**src/hdl/acpu_cfg.svh**
```systemverilog
// constants of the accumulator core: field positions, offsets, resets, counts
`ifndef ACPU_CFG_SVH
`define ACPU_CFG_SVH
`define ACPU_PC_W      11
`define ACPU_OP_HI     15
`define ACPU_OP_LO     11
`define ACPU_ICYC      2'h3
`define ACPU_IVEC      11'h004
`define ACPU_PC_RST    11'h000
`define ACPU_RUN_RST   1'b1
`define ACPU_CTRL_OFF  4'h0
`define ACPU_STAT_OFF  4'h4
`define ACPU_PCR_OFF   4'h8
`define ACPU_CTRL_RUN  0
`define ACPU_STAT_C    8
`define ACPU_STAT_NIB  9
`define ACPU_STAT_Z    10
`define ACPU_STAT_WRAP 11
`define ACPU_STAT_GIE  12
`define ACPU_RESP_OKAY 2'h0
`define ACPU_RESP_SLV  2'h2
`endif

```
**src/hdl/acpu_pkg.sv**
```systemverilog
// types of the accumulator core: opcodes, sequencer states, state record
package acpu_pkg;
`include "acpu_cfg.svh"
  typedef enum logic [4:0] {
    OP_IDLE, OP_JUMP, OP_LD_M, OP_LD_I, OP_ST_M, OP_OR_M, OP_OR_I, OP_OR_TO_M,
    OP_SUB_EXIT, OP_SUB_EXIT_I, OP_IRQ_EXIT, OP_ROTL_M, OP_ROTL_A, OP_ROTLC_M,
    OP_ROTLC_A, OP_ROTR_M, OP_ROTR_A, OP_ROTRC_M, OP_ROTRC_A, OP_SUBB_A,
    OP_SUBB_M, OP_DEC_SKZ
  } acpu_op_t;

  typedef enum logic [1:0] {ST_FETCH, ST_DECODE, ST_EXEC, ST_DUMMY} acpu_st_t;

  typedef struct packed {
    acpu_st_t              st;
    logic [1:0]            cnt;
    logic [`ACPU_PC_W-1:0] pc;
    logic [15:0]           ir;
    logic [7:0]            acc;
    logic                  c;
    logic                  nib;
    logic                  z;
    logic                  wrap;
    logic                  gie;
    logic                  run;
    logic [`ACPU_PC_W-1:0] pm_addr;
    logic [7:0]            dm_addr;
    logic [7:0]            dm_wdata;
    logic                  dm_we;
    logic                  stk_pop;
    logic                  stk_push;
    logic [`ACPU_PC_W-1:0] stk_wdata;
    logic                  awready;
    logic                  wready;
    logic                  aw_got;
    logic                  w_got;
    logic [3:0]            awaddr;
    logic [31:0]           wdata;
    logic                  wstrb0;
    logic                  bvalid;
    logic [1:0]            bresp;
    logic                  arready;
    logic                  rvalid;
    logic [1:0]            rresp;
    logic [31:0]           rdata;
  } acpu_state_t;
endpackage

```
**src/hdl/acpu_alu.sv**
```systemverilog
// byte datapath of the accumulator core: logic, rotates, subtract, decrement
`timescale 1ns/1ps
`default_nettype none
module acpu_alu
  import acpu_pkg::*;
(
  input  wire acpu_op_t   op,
  input  wire logic [7:0] a,
  input  wire logic [7:0] m,
  input  wire logic       c_i,
  output logic [7:0]      res,
  output logic            c_o,
  output logic            nib_o,
  output logic            wrap_o
);
  logic [8:0] diff;
  logic [4:0] ldiff;

  always_comb begin
    diff   = {1'b0, a} - {1'b0, m} - {8'h00, ~c_i};
    ldiff  = {1'b0, a[3:0]} - {1'b0, m[3:0]} - {4'h0, ~c_i};
    res    = m;
    c_o    = c_i;
    nib_o  = ldiff[4];
    wrap_o = (a[7] ^ m[7]) & (a[7] ^ diff[7]);
    case (op)
      OP_ST_M: res = a;
      OP_OR_M, OP_OR_I, OP_OR_TO_M: res = a | m;
      OP_ROTL_M, OP_ROTL_A: res = {m[6:0], m[7]};
      OP_ROTLC_M, OP_ROTLC_A: begin
        res = {m[6:0], c_i};
        c_o = m[7];
      end
      OP_ROTR_M, OP_ROTR_A: res = {m[0], m[7:1]};
      OP_ROTRC_M, OP_ROTRC_A: begin
        res = {c_i, m[7:1]};
        c_o = m[0];
      end
      OP_SUBB_A, OP_SUBB_M: begin
        res = diff[7:0];
        c_o = ~diff[8];
      end
      OP_DEC_SKZ: res = m - 8'h01;
      default: res = m;
    endcase
  end
endmodule
`default_nettype wire

```
**src/hdl/acpu_core.sv**
```systemverilog
// accumulator core sequencer with its axi4-lite control and status port
`timescale 1ns/1ps
`default_nettype none
`include "acpu_cfg.svh"
module acpu_core
  import acpu_pkg::*;
(
  input  wire logic                  aclk,
  input  wire logic                  aresetn,
  output logic [`ACPU_PC_W-1:0]      pm_addr,
  input  wire logic [15:0]           pm_rdata,
  output logic [7:0]                 dm_addr,
  input  wire logic [7:0]            dm_rdata,
  output logic [7:0]                 dm_wdata,
  output logic                       dm_we,
  input  wire logic [`ACPU_PC_W-1:0] stk_top,
  output logic                       stk_pop,
  output logic                       stk_push,
  output logic [`ACPU_PC_W-1:0]      stk_wdata,
  input  wire logic                  irq_req,
  input  wire logic [3:0]            awaddr,
  input  wire logic                  awvalid,
  output logic                       awready,
  input  wire logic [31:0]           wdata,
  input  wire logic [3:0]            wstrb,
  input  wire logic                  wvalid,
  output logic                       wready,
  output logic [1:0]                 bresp,
  output logic                       bvalid,
  input  wire logic                  bready,
  input  wire logic [3:0]            araddr,
  input  wire logic                  arvalid,
  output logic                       arready,
  output logic [31:0]                rdata,
  output logic [1:0]                 rresp,
  output logic                       rvalid,
  input  wire logic                  rready
);
  acpu_state_t s_q;
  acpu_state_t s_d;
  acpu_op_t    op;
  logic [7:0]  opnd;
  logic [7:0]  res;
  logic        alu_c;
  logic        alu_nib;
  logic        alu_wrap;
  logic        is_imm;
  logic        wr_mem;
  logic        to_acc;
  logic        pop;
  logic        dummy;
  logic [31:0] rd;

  // ---------------------------------------------------------------
  // operand select and datapath
  // ---------------------------------------------------------------
  assign op     = acpu_op_t'(s_q.ir[`ACPU_OP_HI:`ACPU_OP_LO]);
  assign is_imm = (op == OP_LD_I) || (op == OP_OR_I) || (op == OP_SUB_EXIT_I);
  assign opnd   = is_imm ? s_q.ir[7:0] : dm_rdata;

  acpu_alu u_alu (
    .op     (op),
    .a      (s_q.acc),
    .m      (opnd),
    .c_i    (s_q.c),
    .res    (res),
    .c_o    (alu_c),
    .nib_o  (alu_nib),
    .wrap_o (alu_wrap)
  );

  // ---------------------------------------------------------------
  // next state
  // ---------------------------------------------------------------
  always_comb begin
    s_d          = s_q;
    s_d.dm_we    = 1'b0;
    s_d.stk_pop  = 1'b0;
    s_d.stk_push = 1'b0;
    wr_mem       = 1'b0;
    to_acc       = 1'b0;
    pop          = 1'b0;
    dummy        = 1'b0;
    rd           = 32'h00000000;

    case (s_q.st)
      ST_FETCH: begin
        if (s_q.run) begin
          // interrupts are taken only between instructions
          if (s_q.gie && irq_req) begin
            s_d.stk_push  = 1'b1;
            s_d.stk_wdata = s_q.pc;
            s_d.pc        = `ACPU_IVEC;
            s_d.gie       = 1'b0;
            s_d.cnt       = 2'h0;
            s_d.st        = ST_DUMMY;
          end else begin
            s_d.pm_addr = s_q.pc;
            s_d.st      = ST_DECODE;
          end
        end
      end
      ST_DECODE: begin
        s_d.ir      = pm_rdata;
        s_d.dm_addr = pm_rdata[7:0];
        s_d.pc      = s_q.pc + `ACPU_PC_W'(1);
        s_d.st      = ST_EXEC;
      end
      ST_EXEC: begin
        case (op)
          OP_JUMP: begin
            s_d.pc = s_q.ir[`ACPU_PC_W-1:0];
            dummy  = 1'b1;
          end
          OP_LD_M, OP_LD_I: to_acc = 1'b1;
          OP_ST_M: wr_mem = 1'b1;
          OP_OR_M, OP_OR_I: begin
            to_acc = 1'b1;
            s_d.z  = (res == 8'h00);
          end
          OP_OR_TO_M: begin
            wr_mem = 1'b1;
            s_d.z  = (res == 8'h00);
          end
          OP_SUB_EXIT: pop = 1'b1;
          OP_SUB_EXIT_I: begin
            pop    = 1'b1;
            to_acc = 1'b1;
          end
          OP_IRQ_EXIT: begin
            pop     = 1'b1;
            s_d.gie = 1'b1;
          end
          OP_ROTL_M, OP_ROTR_M: wr_mem = 1'b1;
          OP_ROTL_A, OP_ROTR_A: to_acc = 1'b1;
          OP_ROTLC_M, OP_ROTRC_M: begin
            wr_mem = 1'b1;
            s_d.c  = alu_c;
          end
          OP_ROTLC_A, OP_ROTRC_A: begin
            to_acc = 1'b1;
            s_d.c  = alu_c;
          end
          OP_SUBB_A, OP_SUBB_M: begin
            to_acc   = (op == OP_SUBB_A);
            wr_mem   = (op == OP_SUBB_M);
            s_d.c    = alu_c;
            s_d.nib  = alu_nib;
            s_d.wrap = alu_wrap;
            s_d.z    = (res == 8'h00);
          end
          OP_DEC_SKZ: begin
            wr_mem = 1'b1;
            if (res == 8'h00) begin
              s_d.pc = s_q.pc + `ACPU_PC_W'(1);
              dummy  = 1'b1;
            end
          end
          default: ;
        endcase
        if (to_acc) begin
          s_d.acc = res;
        end
        if (wr_mem) begin
          s_d.dm_we    = 1'b1;
          s_d.dm_wdata = res;
        end
        if (pop) begin
          s_d.pc      = stk_top;
          s_d.stk_pop = 1'b1;
        end
        s_d.cnt = 2'h0;
        s_d.st  = dummy ? ST_DUMMY : ST_FETCH;
      end
      ST_DUMMY: begin
        // one whole instruction cycle spent while the new address settles
        s_d.cnt = s_q.cnt + 2'h1;
        if (s_q.cnt == `ACPU_ICYC - 2'h1) begin
          s_d.st = ST_FETCH;
        end
      end
      default: s_d.st = ST_FETCH;
    endcase

    // -------------------------------------------------------------
    // axi4-lite write channel
    // -------------------------------------------------------------
    if (awvalid && s_q.awready) begin
      s_d.aw_got = 1'b1;
      s_d.awaddr = awaddr;
    end
    if (wvalid && s_q.wready) begin
      s_d.w_got  = 1'b1;
      s_d.wdata  = wdata;
      s_d.wstrb0 = wstrb[0];
    end
    if (bready && s_q.bvalid) begin
      s_d.bvalid = 1'b0;
    end
    if (s_d.aw_got && s_d.w_got && !s_q.bvalid) begin
      s_d.aw_got = 1'b0;
      s_d.w_got  = 1'b0;
      s_d.bvalid = 1'b1;
      s_d.bresp  = `ACPU_RESP_OKAY;
      if (s_d.awaddr == `ACPU_CTRL_OFF) begin
        if (s_d.wstrb0) begin
          s_d.run = s_d.wdata[`ACPU_CTRL_RUN];
        end
      end else if (s_d.awaddr == `ACPU_STAT_OFF || s_d.awaddr == `ACPU_PCR_OFF) begin
        s_d.bresp = `ACPU_RESP_OKAY;
      end else begin
        s_d.bresp = `ACPU_RESP_SLV;
      end
    end
    s_d.awready = !s_d.aw_got && !s_d.bvalid;
    s_d.wready  = !s_d.w_got && !s_d.bvalid;

    // -------------------------------------------------------------
    // axi4-lite read channel
    // -------------------------------------------------------------
    if (araddr == `ACPU_CTRL_OFF) begin
      rd[`ACPU_CTRL_RUN] = s_q.run;
    end else if (araddr == `ACPU_STAT_OFF) begin
      rd[7:0]             = s_q.acc;
      rd[`ACPU_STAT_C]    = s_q.c;
      rd[`ACPU_STAT_NIB]  = s_q.nib;
      rd[`ACPU_STAT_Z]    = s_q.z;
      rd[`ACPU_STAT_WRAP] = s_q.wrap;
      rd[`ACPU_STAT_GIE]  = s_q.gie;
    end else if (araddr == `ACPU_PCR_OFF) begin
      rd[`ACPU_PC_W-1:0] = s_q.pc;
    end
    if (rready && s_q.rvalid) begin
      s_d.rvalid = 1'b0;
    end
    if (arvalid && s_q.arready) begin
      s_d.rvalid = 1'b1;
      s_d.rdata  = rd;
      s_d.rresp  = (araddr == `ACPU_CTRL_OFF || araddr == `ACPU_STAT_OFF ||
                    araddr == `ACPU_PCR_OFF) ? `ACPU_RESP_OKAY : `ACPU_RESP_SLV;
    end
    s_d.arready = !s_d.rvalid;
  end

  // ---------------------------------------------------------------
  // state register
  // ---------------------------------------------------------------
  always_ff @(posedge aclk) begin
    if (!aresetn) begin
      s_q     <= '0;
      s_q.run <= `ACPU_RUN_RST;
      s_q.pc  <= `ACPU_PC_RST;
    end else begin
      s_q <= s_d;
    end
  end

  assign pm_addr   = s_q.pm_addr;
  assign dm_addr   = s_q.dm_addr;
  assign dm_wdata  = s_q.dm_wdata;
  assign dm_we     = s_q.dm_we;
  assign stk_pop   = s_q.stk_pop;
  assign stk_push  = s_q.stk_push;
  assign stk_wdata = s_q.stk_wdata;
  assign awready   = s_q.awready;
  assign wready    = s_q.wready;
  assign bvalid    = s_q.bvalid;
  assign bresp     = s_q.bresp;
  assign arready   = s_q.arready;
  assign rvalid    = s_q.rvalid;
  assign rresp     = s_q.rresp;
  assign rdata     = s_q.rdata;

  logic ex;
  assign ex = (s_q.st == ST_EXEC);
endmodule
`default_nettype wire

```
**config.mk**
```make
export PLATFORM = sky130hd
export DESIGN_NAME = acpu_core
export DESIGN_NICKNAME = d
export VERILOG_FILES = /design/src/hdl/acpu_pkg.sv /design/src/hdl/acpu_alu.sv /design/src/hdl/acpu_core.sv
export VERILOG_INCLUDE_DIRS = /design/src /design/src/hdl
export SDC_FILE = /design/constraint.sdc
export NUM_CORES = 1
export LEC_CHECK = 0
export BUFFER_PORTS_ARGS = -buffer_cell sky130_fd_sc_hd__clkbuf_2
export CAP_MARGIN = 20
export CORE_AREA = 4 4 125 127
export DETAILED_ROUTE_END_ITERATION = 16
export DIE_AREA = 0 0 129 131
export PLACE_DENSITY_LB_ADDON = 0.05
export SYNTH_ARGS = -nofsm -noshare
export SYNTH_HDL_FRONTEND = slang
export SYNTH_SLANG_ARGS = --single-unit
```
**constraint.sdc**
```tcl
create_clock -name aclk -period 4.6 [get_ports aclk]
set_clock_uncertainty 0.05 [all_clocks]
set_input_delay 0 -clock aclk [delete_from_list [all_inputs] [get_ports aclk]]
set_output_delay 0 -clock aclk [all_outputs]
set_load 0.005 [all_outputs]
```
==> results.toml, run 1 <==
[worst_setup_path]
cp_common_cell = "buf_4"
required_ns = 4.84
crit_path_end_kind = "flop"
path_depth = 18
crit_type = "flop to flop"
critPathLaunchType = "flop"
arrival_ns = 4.69
worst_path_largest_cell_delay_ns = 0.36
critPathBufInv = 4
cp_max_fo = 5
cp_top_family = "compound AO/OA/AOI/OAI gates"
worst_path_max_delay_cell = "dfxtp_4"
r2r_cells = 18
crit_chain = "xor2_2 -> a32o_2 -> buf_4 -> mux2_4 -> ha_1 -> inv_1 -> ha_4 -> a21boi_2 -> or3_1 -> a311o_1 -> a221o_1 -> o31ai_4 -> nor2_2 -> nand4b_4 -> o41ai_4 -> buf_4 -> clkbuf_16 -> mux2i_1"

[floorplanning]
initial_utilization = 0.483
die_w_um = 129
ios = 169
die_h_um = 131
coreArea_mm2 = 0.0144
rows = 44
dieArea_mm2 = 0.0169

[sta]
finalCriticalPeriod_ns = 4.45
slew_headroom = 0.277
hold_violations = 0
tightest_slew_ns = 1.08
timing.fmax_mhz = 225
min_period_over_period = 0.967
slew_violations = 0
setup_viol = 0

[yosys]
synth_area_mm2 = 0.00697
synth_seq_cells = 106
synthFlopType = "dfxtp_1"
synthDistinctLibCells = 88
avgSynthCellArea_um2 = 7.97
synth_edf_count = 0
yosysWarnings = 0
syn_inst = 875
ys_seq_area_frac = 0.304
ys_async_sr_fraction = 0

[final_layout]
antennaDiodeCount = 0
area_growth_pct = 13.6
multi_input_area_mm2 = 0.00401
regArea_mm2 = 0.00214
fill_cells = 1405
nets = 1068
drive_gt1_frac = 0.210
fin_area_mm2 = 0.00792

[route]
vias = 6280
drt-met1-wl_um = 9070
wl_met2_um = 9510
dr.max_layer_used = "met4"
drc = 0
met3_length_um = 1050
vias_per_cell = 5.50
wl_um = 20000
ant_nets = 0
wl_per_cell_um = 17.5
drtIter0Drc = 540
dr.pass1.iters = 6

[power]
p_total_mw = 3.05
power_density_mw_per_mm2 = 385
leakagePower_nw = 3.31
peakVddDrop_mv = 0.215

[placement]
placed_area_mm2 = 0.00717
gp_congestion = 0.922
hpwl_um = 14700
port_buffers = 113

[global_routing]
grt_overflow_total = 0
grt_max_degree = 55
grt_pass1_vias = 5731
grt_antenna_before_repair = 0
grt_pass1_wl_um = 30700
grtUsageTotal = 0.232

[clock_tree]
clk_pin_slew_ns = 0.07
clock_latency_ns = 0.36
cts_tree = "built"
cts_root_buffer = "clkbuf_16"
htreeDepth = 3
clockBufferDepth = 2
cts_buffers = 9
clock_sinks = 106

[min_path]
min_path_type = "input port to flop"
whs_path_depth = 4

[job]
cap_viol_max_count = 0

[status]
outcome = "finished, final reports clean"
## metal layers
| layer | vias to the layer above | GRT usage |
|---|---|---|
| li1 | 3087 | - |
| met1 | 2949 | 0.303 |
| met2 | 213 | 0.388 |
| met3 | 31 | 0.0459 |
| met4 | 0 | 0.0692 |
| met5 | - | 0 |
## worst register-to-register path: stages, from the launching register on
cell and delay (ns):
dfxtp_4 0.36, xor2_2 0.17, a32o_2 0.29, buf_4 0.16, mux2_4 0.33, ha_1 0.28, inv_1 0.09, ha_4 0.20
a21boi_2 0.16, or3_1 0.35, a311o_1 0.35, a221o_1 0.33, o31ai_4 0.22, nor2_2 0.04, nand4b_4 0.19, o41ai_4 0.30
buf_4 0.19, clkbuf_16 0.15, mux2i_1 0.17
## what timing repair did
action	4_1_cts	5_1_grt
hold buffers	30	0
setup endpoints to repair	0	14
hold endpoints to repair	31	0
setup buffers	0	5
gates resized for setup	0	18
## flip-flops by register name, summed over array words and instances, names as in the netlist, 5 cells and up
signal     flops
op             5
s_q           48
stk_wdata     11
pm_addr       11
dm_wdata       8
rdata         13
## path summary, 6_finish.rpt
path | startpoint | endpoint | slack [ns]
worst max-delay path | op[0]$_SDFFE_PN0P_ | s_q[158]$_SDFFE_PN0P_ | 0.15
worst min-delay path | awvalid | s_q[75]$_SDFF_PN0_ | 0.01
worst max register to register | op[0]$_SDFFE_PN0P_ | s_q[158]$_SDFFE_PN0P_ | 0.15
worst min register to register | s_q[77]$_SDFF_PN0_ | awready$_SDFF_PN0_ | 0.38
## cell usage after synthesis (all sizes together), types with 8 or more instances
cell    instances  share of area
ha             27          0.048
nor2b           8         0.0083
o21ai          38          0.027
and2            9         0.0081
a21oi          82          0.059
xor2           14          0.018
a22oi          15          0.016
nor2           94          0.051
dfxtp         106           0.30
nand4           8         0.0072
mux2i          42          0.064
nor3           20          0.014
clkbuf         25          0.015
buf            97           0.10
nand3          12         0.0093
inv            34          0.018
or3             8         0.0074
nand2         115          0.062
a22o            8          0.010
## layout by cell type (no fill, tap or decap), types with 4 or more instances in the layout
| cell | Yosys | final |
|---|---|---|
| and3_1 | 7 | 7 |
| nand2_1 | 115 | 115 |
| clkbuf_2 | 1 | 113 |
| nand4_1 | 8 | 8 |
| xnor2_1 | 6 | 6 |
| a21oi_1 | 82 | 81 |
| conb_1 | 1 | 21 |
| a211oi_1 | 6 | 6 |
| dlygate4sd3_1 | 0 | 30 |
| o211ai_1 | 5 | 5 |
| nand2b_1 | 7 | 7 |
| nor2b_1 | 7 | 6 |
| dfxtp_4 | 0 | 4 |
| dfxtp_1 | 106 | 101 |
| a21o_1 | 5 | 5 |
| or3_1 | 7 | 7 |
| a22oi_1 | 15 | 15 |
| and2_1 | 9 | 9 |
| a22o_1 | 8 | 8 |
| xor2_1 | 14 | 13 |
| o21a_1 | 5 | 5 |
| mux2i_1 | 39 | 39 |
| nor2_1 | 93 | 93 |
| ha_1 | 27 | 26 |
| clkbuf_16 | 0 | 10 |
| o21ai_0 | 37 | 37 |
| nand3_1 | 11 | 11 |
| nor3_1 | 20 | 20 |
| buf_4 | 76 | 23 |
| inv_1 | 31 | 31 |
## power by group
group          switching, mW  internal (mW)
registers             0.0871          0.979
clock network          0.377          0.428
logic                  0.667          0.511
total                   1.13           1.92
## metrics by stage
stage / worst slack [ns] / utilization / cells / TNS (ns) / hold WS, ns
5_1_grt: -0.0161 / 0.549 / 1141 / -0.0729 / 0.0810
3_5_place_dp: 0.0408 / 0.497 / 1089 / 0 / 0.198
6_report: 0.152 / 0.549 / 1141 / 0 / 0.0142
4_1_cts: 0.0193 / 0.539 / 1134 / 0 / 0.00128
3_3_place_gp: 0.127 / 0.497 / 1089 / 0 / 0.188
2_1_floorplan: 0.327 / - / 895 / 0 / 0.0860
## final cells by class
cell class	count	share of cell area
Tap cell	184	0.0291
Clock buffer	9	0.0284
Inverter	34	0.0161
Multi-Input combinational cell	633	0.507
Clock inverter	6	0.00963
Timing Repair Buffer	169	0.140
Sequential cell	106	0.270
## cells by family after synthesis
logic type | synth area share
simple gates | 0.211
buf+inv | 0.138
other cells | 0.000538
flops | 0.304
mux | 0.0741
xor+xnor | 0.0251
compound gates | 0.195
fa+ha+maj | 0.0513
(Power assumes the default switching activity.)
==> inputs of run 2 (changes only) <==
--- a/config.mk
+++ b/config.mk
@@ -11,7 +11,7 @@
 export CORE_AREA = 4 4 125 127
 export DETAILED_ROUTE_END_ITERATION = 16
 export DIE_AREA = 0 0 129 131
-export PLACE_DENSITY_LB_ADDON = 0.05
+export PLACE_DENSITY = 0.76
 export SYNTH_ARGS = -nofsm -noshare
 export SYNTH_HDL_FRONTEND = slang
 export SYNTH_SLANG_ARGS = --single-unit
==> run 2 against run 1 <==
Net effect: hold slack improved by 0.012 ns; critical path depth decreased by 1; sequential power about the same; maximum frequency increased by 0.52%; core utilization decreased by 0.39 points; total power decreased by 2.2%; combinational power decreased by 3%; clock-buffer cell count increased by 2; sequential cell count unchanged; first-iteration DRC count decreased by 16%; critical path type unchanged; critical endpoint is now s_q[154]$_SDFFE_PN0P_; largest cell class unchanged; highest routed layer unchanged.
==> results.toml, run 2 (synthesis results as in run 1) <==
[clock_tree]
clock_latency_ns = 0.35
cts_tree = "built"
clk_pin_slew_ns = 0.07
htreeDepth = 3
cts_root_buffer = "clkbuf_16"
clockBufferDepth = 2
cts_buffers = 9
clock_sinks = 106

[worst_setup_path]
cp_max_fo = 6
worst_path_largest_cell_delay_ns = 0.37
critPathBufInv = 3
arrival_ns = 4.64
cp_top_family = "compound AO/OA/AOI/OAI gates"
crit_type = "flop to flop"
crit_chain = "nor2b_4 -> a32o_2 -> buf_6 -> mux2_4 -> ha_1 -> inv_1 -> ha_1 -> a21boi_2 -> or3_1 -> a311o_1 -> a221o_1 -> o31ai_4 -> nor2_2 -> nand4b_4 -> o41ai_4 -> buf_6 -> mux2i_1"
required_ns = 4.81
critPathLaunchType = "flop"
crit_path_end_kind = "flop"
worst_path_max_delay_cell = "o41ai_4"

[sta]
timing.fmax_mhz = 226
setup_viol = 0
slew_headroom = 0.328
slew_violations = 0
worst_slack_ns = 0.175
min_period_over_period = 0.962
hold_violations = 0
tightest_slew_ns = 1.00
finalCriticalPeriod_ns = 4.43

[power]
leakagePower_nw = 3.29
power_density_mw_per_mm2 = 379
p_total_mw = 2.98
peakVddDrop_mv = 0.274

[global_routing]
grt_pass1_wl_um = 30100
grt_pass1_vias = 5877
grt_antenna_before_repair = 0
grtUsageTotal = 0.222
grt_overflow_total = 0
grt_max_degree = 46

[route]
dr.pass1.iters = 5
wl_um = 19300
drtIter0Drc = 454
wl_per_cell_um = 16.9
drc = 0
vias = 6309
vias_per_cell = 5.52
ant_nets = 0

[final_layout]
instances_no_fill = 1143
antennaDiodeCount = 0
nets = 1069
drive_gt1_frac = 0.210
final_common_cell = "nand2_1"
largest_reg_flops = 48
fill_cells = 1379
final_util = 0.545
final_cell_mix = "nand2_1, clkbuf_2, dfxtp_1"
largest_register = "s_q"
area_growth_pct = 12.8

[job]
cap_viol_max_count = 0

[floorplanning]
rows = 44
die_w_um = 129
initial_utilization = 0.483
coreArea_mm2 = 0.0144
ios = 169
dieArea_mm2 = 0.0169
die_h_um = 131

[placement]
gp_congestion = 0.947
dpl.cell_count = 1095
hpwl_um = 14100
port_buffers = 113
place_ws_ns = -0.0296

[min_path]
min_path_type = "input port to flop"

[status]
outcome = "finished, final reports clean"
-- run 2: repair_timing --
action	in CTS	in global routing
hold buffers	28	0
setup endpoints to repair	10	14
buffers inserted	0	3
gates resized for setup	1	17
pin swaps	0	4
endpoints found under the hold margin	31	0
-- run 2: where the power goes --
group / internal (mW) / total [mW] / switching [mW]
sequential: 0.980 / 1.07 / 0.0903
clock: 0.426 / 0.769 / 0.343
combinational: 0.485 / 1.14 / 0.659
-- run 2: worst paths after layout --
path / cells past startpoint / to / slack [ns] / from
max: 17 / s_q[154]$_SDFFE_PN0P_ / 0.17 / op[3]$_SDFFE_PN0P_
min: 4 / s_q[73]$_SDFF_PN0_ / 0.03 / awvalid
max reg2reg: 17 / s_q[154]$_SDFFE_PN0P_ / 0.17 / op[3]$_SDFFE_PN0P_
min reg2reg: 1 / awready$_SDFF_PN0_ / 0.39 / s_q[77]$_SDFF_PN0_
-- run 2: per-layer routing --
layer | part of all wire | GRT usage | up-vias
met5 | 0 | 0 | -
met4 | 0.022 | 0.0500 | 0
met3 | 0.066 | 0.0484 | 35
met2 | 0.46 | 0.358 | 217
met1 | 0.46 | 0.304 | 2965
li1 | - | - | 3092
-- run 2: through the flow --
step,hold slack (ns),cell area (µm²),TNS [ns]
floorplan,0.0860,7050,0
global placement,0.185,7200,0
detailed placement,0.192,7200,-0.0504
CTS,0.0192,7780,0
global route,0.0445,7870,-0.00160
finish,0.0260,7870,0
-- run 2: cell type report --
class                      count  area (µm²)  area share
clock inverter                 5        63.8     0.00811
timing repair buffer         170        1080       0.138
inverter                      34         128      0.0162
multi-input combinational    633        3990       0.508
clock buffer                  11         233      0.0296
sequential                   106        2140       0.272
tap                          184         230      0.0293
-- run 2: worst min-delay path, delay by kind of cell --
kind	cells	cell delay, ns
AND/OR/NAND/NOR	2	0.24
buffers and inverters	1	0.08
AO/OA/AOI/OAI	1	0.05
==> inputs of run 3 (changes only) <==
--- a/config.mk
+++ b/config.mk
@@ -14,4 +14,5 @@
 export PLACE_DENSITY = 0.76
 export SYNTH_ARGS = -nofsm -noshare
 export SYNTH_HDL_FRONTEND = slang
+export SYNTH_HIERARCHICAL = 1
 export SYNTH_SLANG_ARGS = --single-unit
==> run 3 against run 2 <==
Net effect: the run now ends with negative setup slack left; critical endpoint is now s_q[156]$_SDFFE_PN0P_; via count up 4.9%; synthesized cell count up 0.46%; global-route usage grew 1.1 points; sequential power hardly changed; register-to-register slack got worse by 0.32 ns; sequential share of layout area is 1.2 points lower; maximum frequency is 6.7% lower.
==> results.toml, run 3 <==
[placement]
port_buffers = 113
dpl.cell_count = 1115
place_ws_ns = -0.166
gp_congestion = 0.972
placed_area_mm2 = 0.00748
hpwl_um = 14500

[clock_tree]
cts_buffers = 9
cts_tree = "built"
clock_latency_ns = 0.35
htreeDepth = 3
clock_sinks = 106
cts_root_buffer = "clkbuf_16"
clk_pin_slew_ns = 0.07
clockBufferDepth = 2

[final_layout]
instances_no_fill = 1166
area_growth_pct = 16.8
final_util = 0.568
antennaDiodeCount = 0
drive_gt1_frac = 0.226
fin_area_mm2 = 0.00820
nets = 1093
fill_cells = 1330
largest_reg_flops = 48
largest_register = "s_q"
final_cell_mix = "clkbuf_2, dfxtp_1, nand2_1"
final_common_cell = "clkbuf_2"

[worst_setup_path]
r2r_start = "op[2]$_SDFFE_PN0P_"
worstSetupStartpoint = "op[2]$_SDFFE_PN0P_"
crit_type = "flop to flop"
r2r_slack_ns = -0.14
reg2reg_to = "s_q[156]$_SDFFE_PN0P_"
critPathLaunchType = "flop"
arrival_ns = 4.98
r2r_cells = 18
required_ns = 4.84
crit_path_end_kind = "flop"
cp_max_fo = 6

[route]
dr.pass1.iters = 5
drtIter0Drc = 542
drc = 0
vias = 6618
wl_met2_um = 8970
drt-met1-wl_um = 8920
dr.max_layer_used = "met4"
ant_nets = 0
vias_per_cell = 5.68
wl_per_cell_um = 17.3
wl_um = 20200
met3_length_um = 1960

[sta]
worst_slack_ns = -0.144
min_period_over_period = 1.03
setup_viol = 11
hold-worst-slack_ns = 0.0210
slew_headroom = 0.276
timing.fmax_mhz = 211
tightest_slew_ns = 1.08
hold_violations = 0
finalCriticalPeriod_ns = 4.74
fin_tns_setup_ns = -0.919
slew_violations = 0
rsz0062_at_grt = "true"

[floorplanning]
coreArea_mm2 = 0.0144
rows = 44
die_h_um = 131
ios = 169
initial_utilization = 0.486
die_w_um = 129
dieArea_mm2 = 0.0169

[yosys]
yosysTopAreaCellShare = 0.302
ys_seq_area_frac = 0.302
yosysWarnings = 6
synth_top_family_by_area = "simple AND/OR/NAND/NOR gates"
yosysMostFrequentCell = "dfxtp_1"
synth-compound-area-share = 0.208
synth_seq_cells = 106
ys_async_sr_fraction = 0
synthFlopType = "dfxtp_1"
yosys.area.top_type = "dfxtp_1"
synth_simple_gate_area_frac = 0.212
synth_xor_area_frac = 0.0219
ys_top_cells_by_area = "dfxtp_1, buf_4, a21oi_1, nand2_1, ha_1"
synthDistinctLibCells = 88
syn_inst = 879
synthAdderAreaFrac = 0.0539
synth_commonest_cells = "dfxtp_1, nand2_1, a21oi_1, buf_4, nor2_1"
synth_area_mm2 = 0.00702
synth_edf_count = 0
muxShareOfSynthArea = 0.0683
avgSynthCellArea_um2 = 7.98

[global_routing]
grt_antenna_before_repair = 0
grt_overflow_total = 0
grt_max_degree = 59
grtUsageTotal = 0.232
grt_pass1_vias = 6010
grt_pass1_wl_um = 31300

[min_path]
hold-path-endpoint = "s_q[159]$_SDFFE_PN0P_"
min_from = "stk_top[8]"
whs_path_depth = 4
min_path_type = "input port to flop"

[power]
peakVddDrop_mv = 0.204
power_density_mw_per_mm2 = 374
p_total_mw = 3.07
leakagePower_nw = 3.26

[status]
outcome = "finished with violations"
violations = "negative setup slack"

[job]
cap_viol_max_count = 0
-- run 3: kinds of logic after synthesis --
family                   after synthesis
flip-flops                           106
other                                  1
AND/OR/NAND/NOR                      297
multiplexers                          45
XOR/XNOR                              16
adder cells (fa/ha/maj)               29
AO/OA/AOI/OAI                        222
buffers and inverters                163
-- run 3: routing by layer --
metal  vias up  track usage
li1       3209            -
met1      3066        0.326
met2       311        0.361
met3        32       0.0573
met4         0       0.0537
met5         -            0
-- run 3: power by group --
part           internal [mW]  switching [mW]
registers              0.980          0.0822
clock network          0.389           0.354
logic                  0.523           0.738
-- run 3: worst max path at each step --
stage	to	slack (ns)	depth (start not counted)
floorplan	s_q[156]$_SDFFE_PN0P_	-0.005	19
global placement	s_q[160]$_SDFFE_PN0P_	-0.11	17
detailed placement	s_q[156]$_SDFFE_PN0P_	-0.17	17
CTS	s_q[160]$_SDFFE_PN0P_	-0.13	17
global route	s_q[156]$_SDFFE_PN0P_	-0.34	17
finish	s_q[156]$_SDFFE_PN0P_	-0.14	18
-- run 3: cell type report --
cell class                 count  area [µm²]  area share
tap                          184         230      0.0281
sequential                   106        2120       0.259
clock inverter                 4        35.0     0.00427
multi-input combinational    630        4180       0.510
clock buffer                  12         246      0.0301
inverter                      38         143      0.0174
timing repair buffer         192        1240       0.151
-- run 3: critical path, cell delays in order (launching register included) --
cell     delay [ns]
dfxtp_2        0.34
or3b_4         0.39
mux2_4         0.28
nor2_4         0.19
buf_4          0.17
mux2_4         0.31
inv_1          0.11
ha_1           0.27
ha_4           0.26
a21oi_1        0.15
o21ai_0        0.13
or3_1          0.32
nand3_1        0.11
a41oi_2        0.12
or4_4          0.46
nor4_4         0.33
o31ai_2        0.17
o32ai_2        0.34
a22o_1         0.18
-- run 3: repair_timing --
action,4_1_cts,5_1_grt
pin swaps,2,3
resized for setup,3,14
setup buffers,1,1
hold buffers,33,0
setup endpoints to repair,11,13
endpoints found under the hold margin,34,0
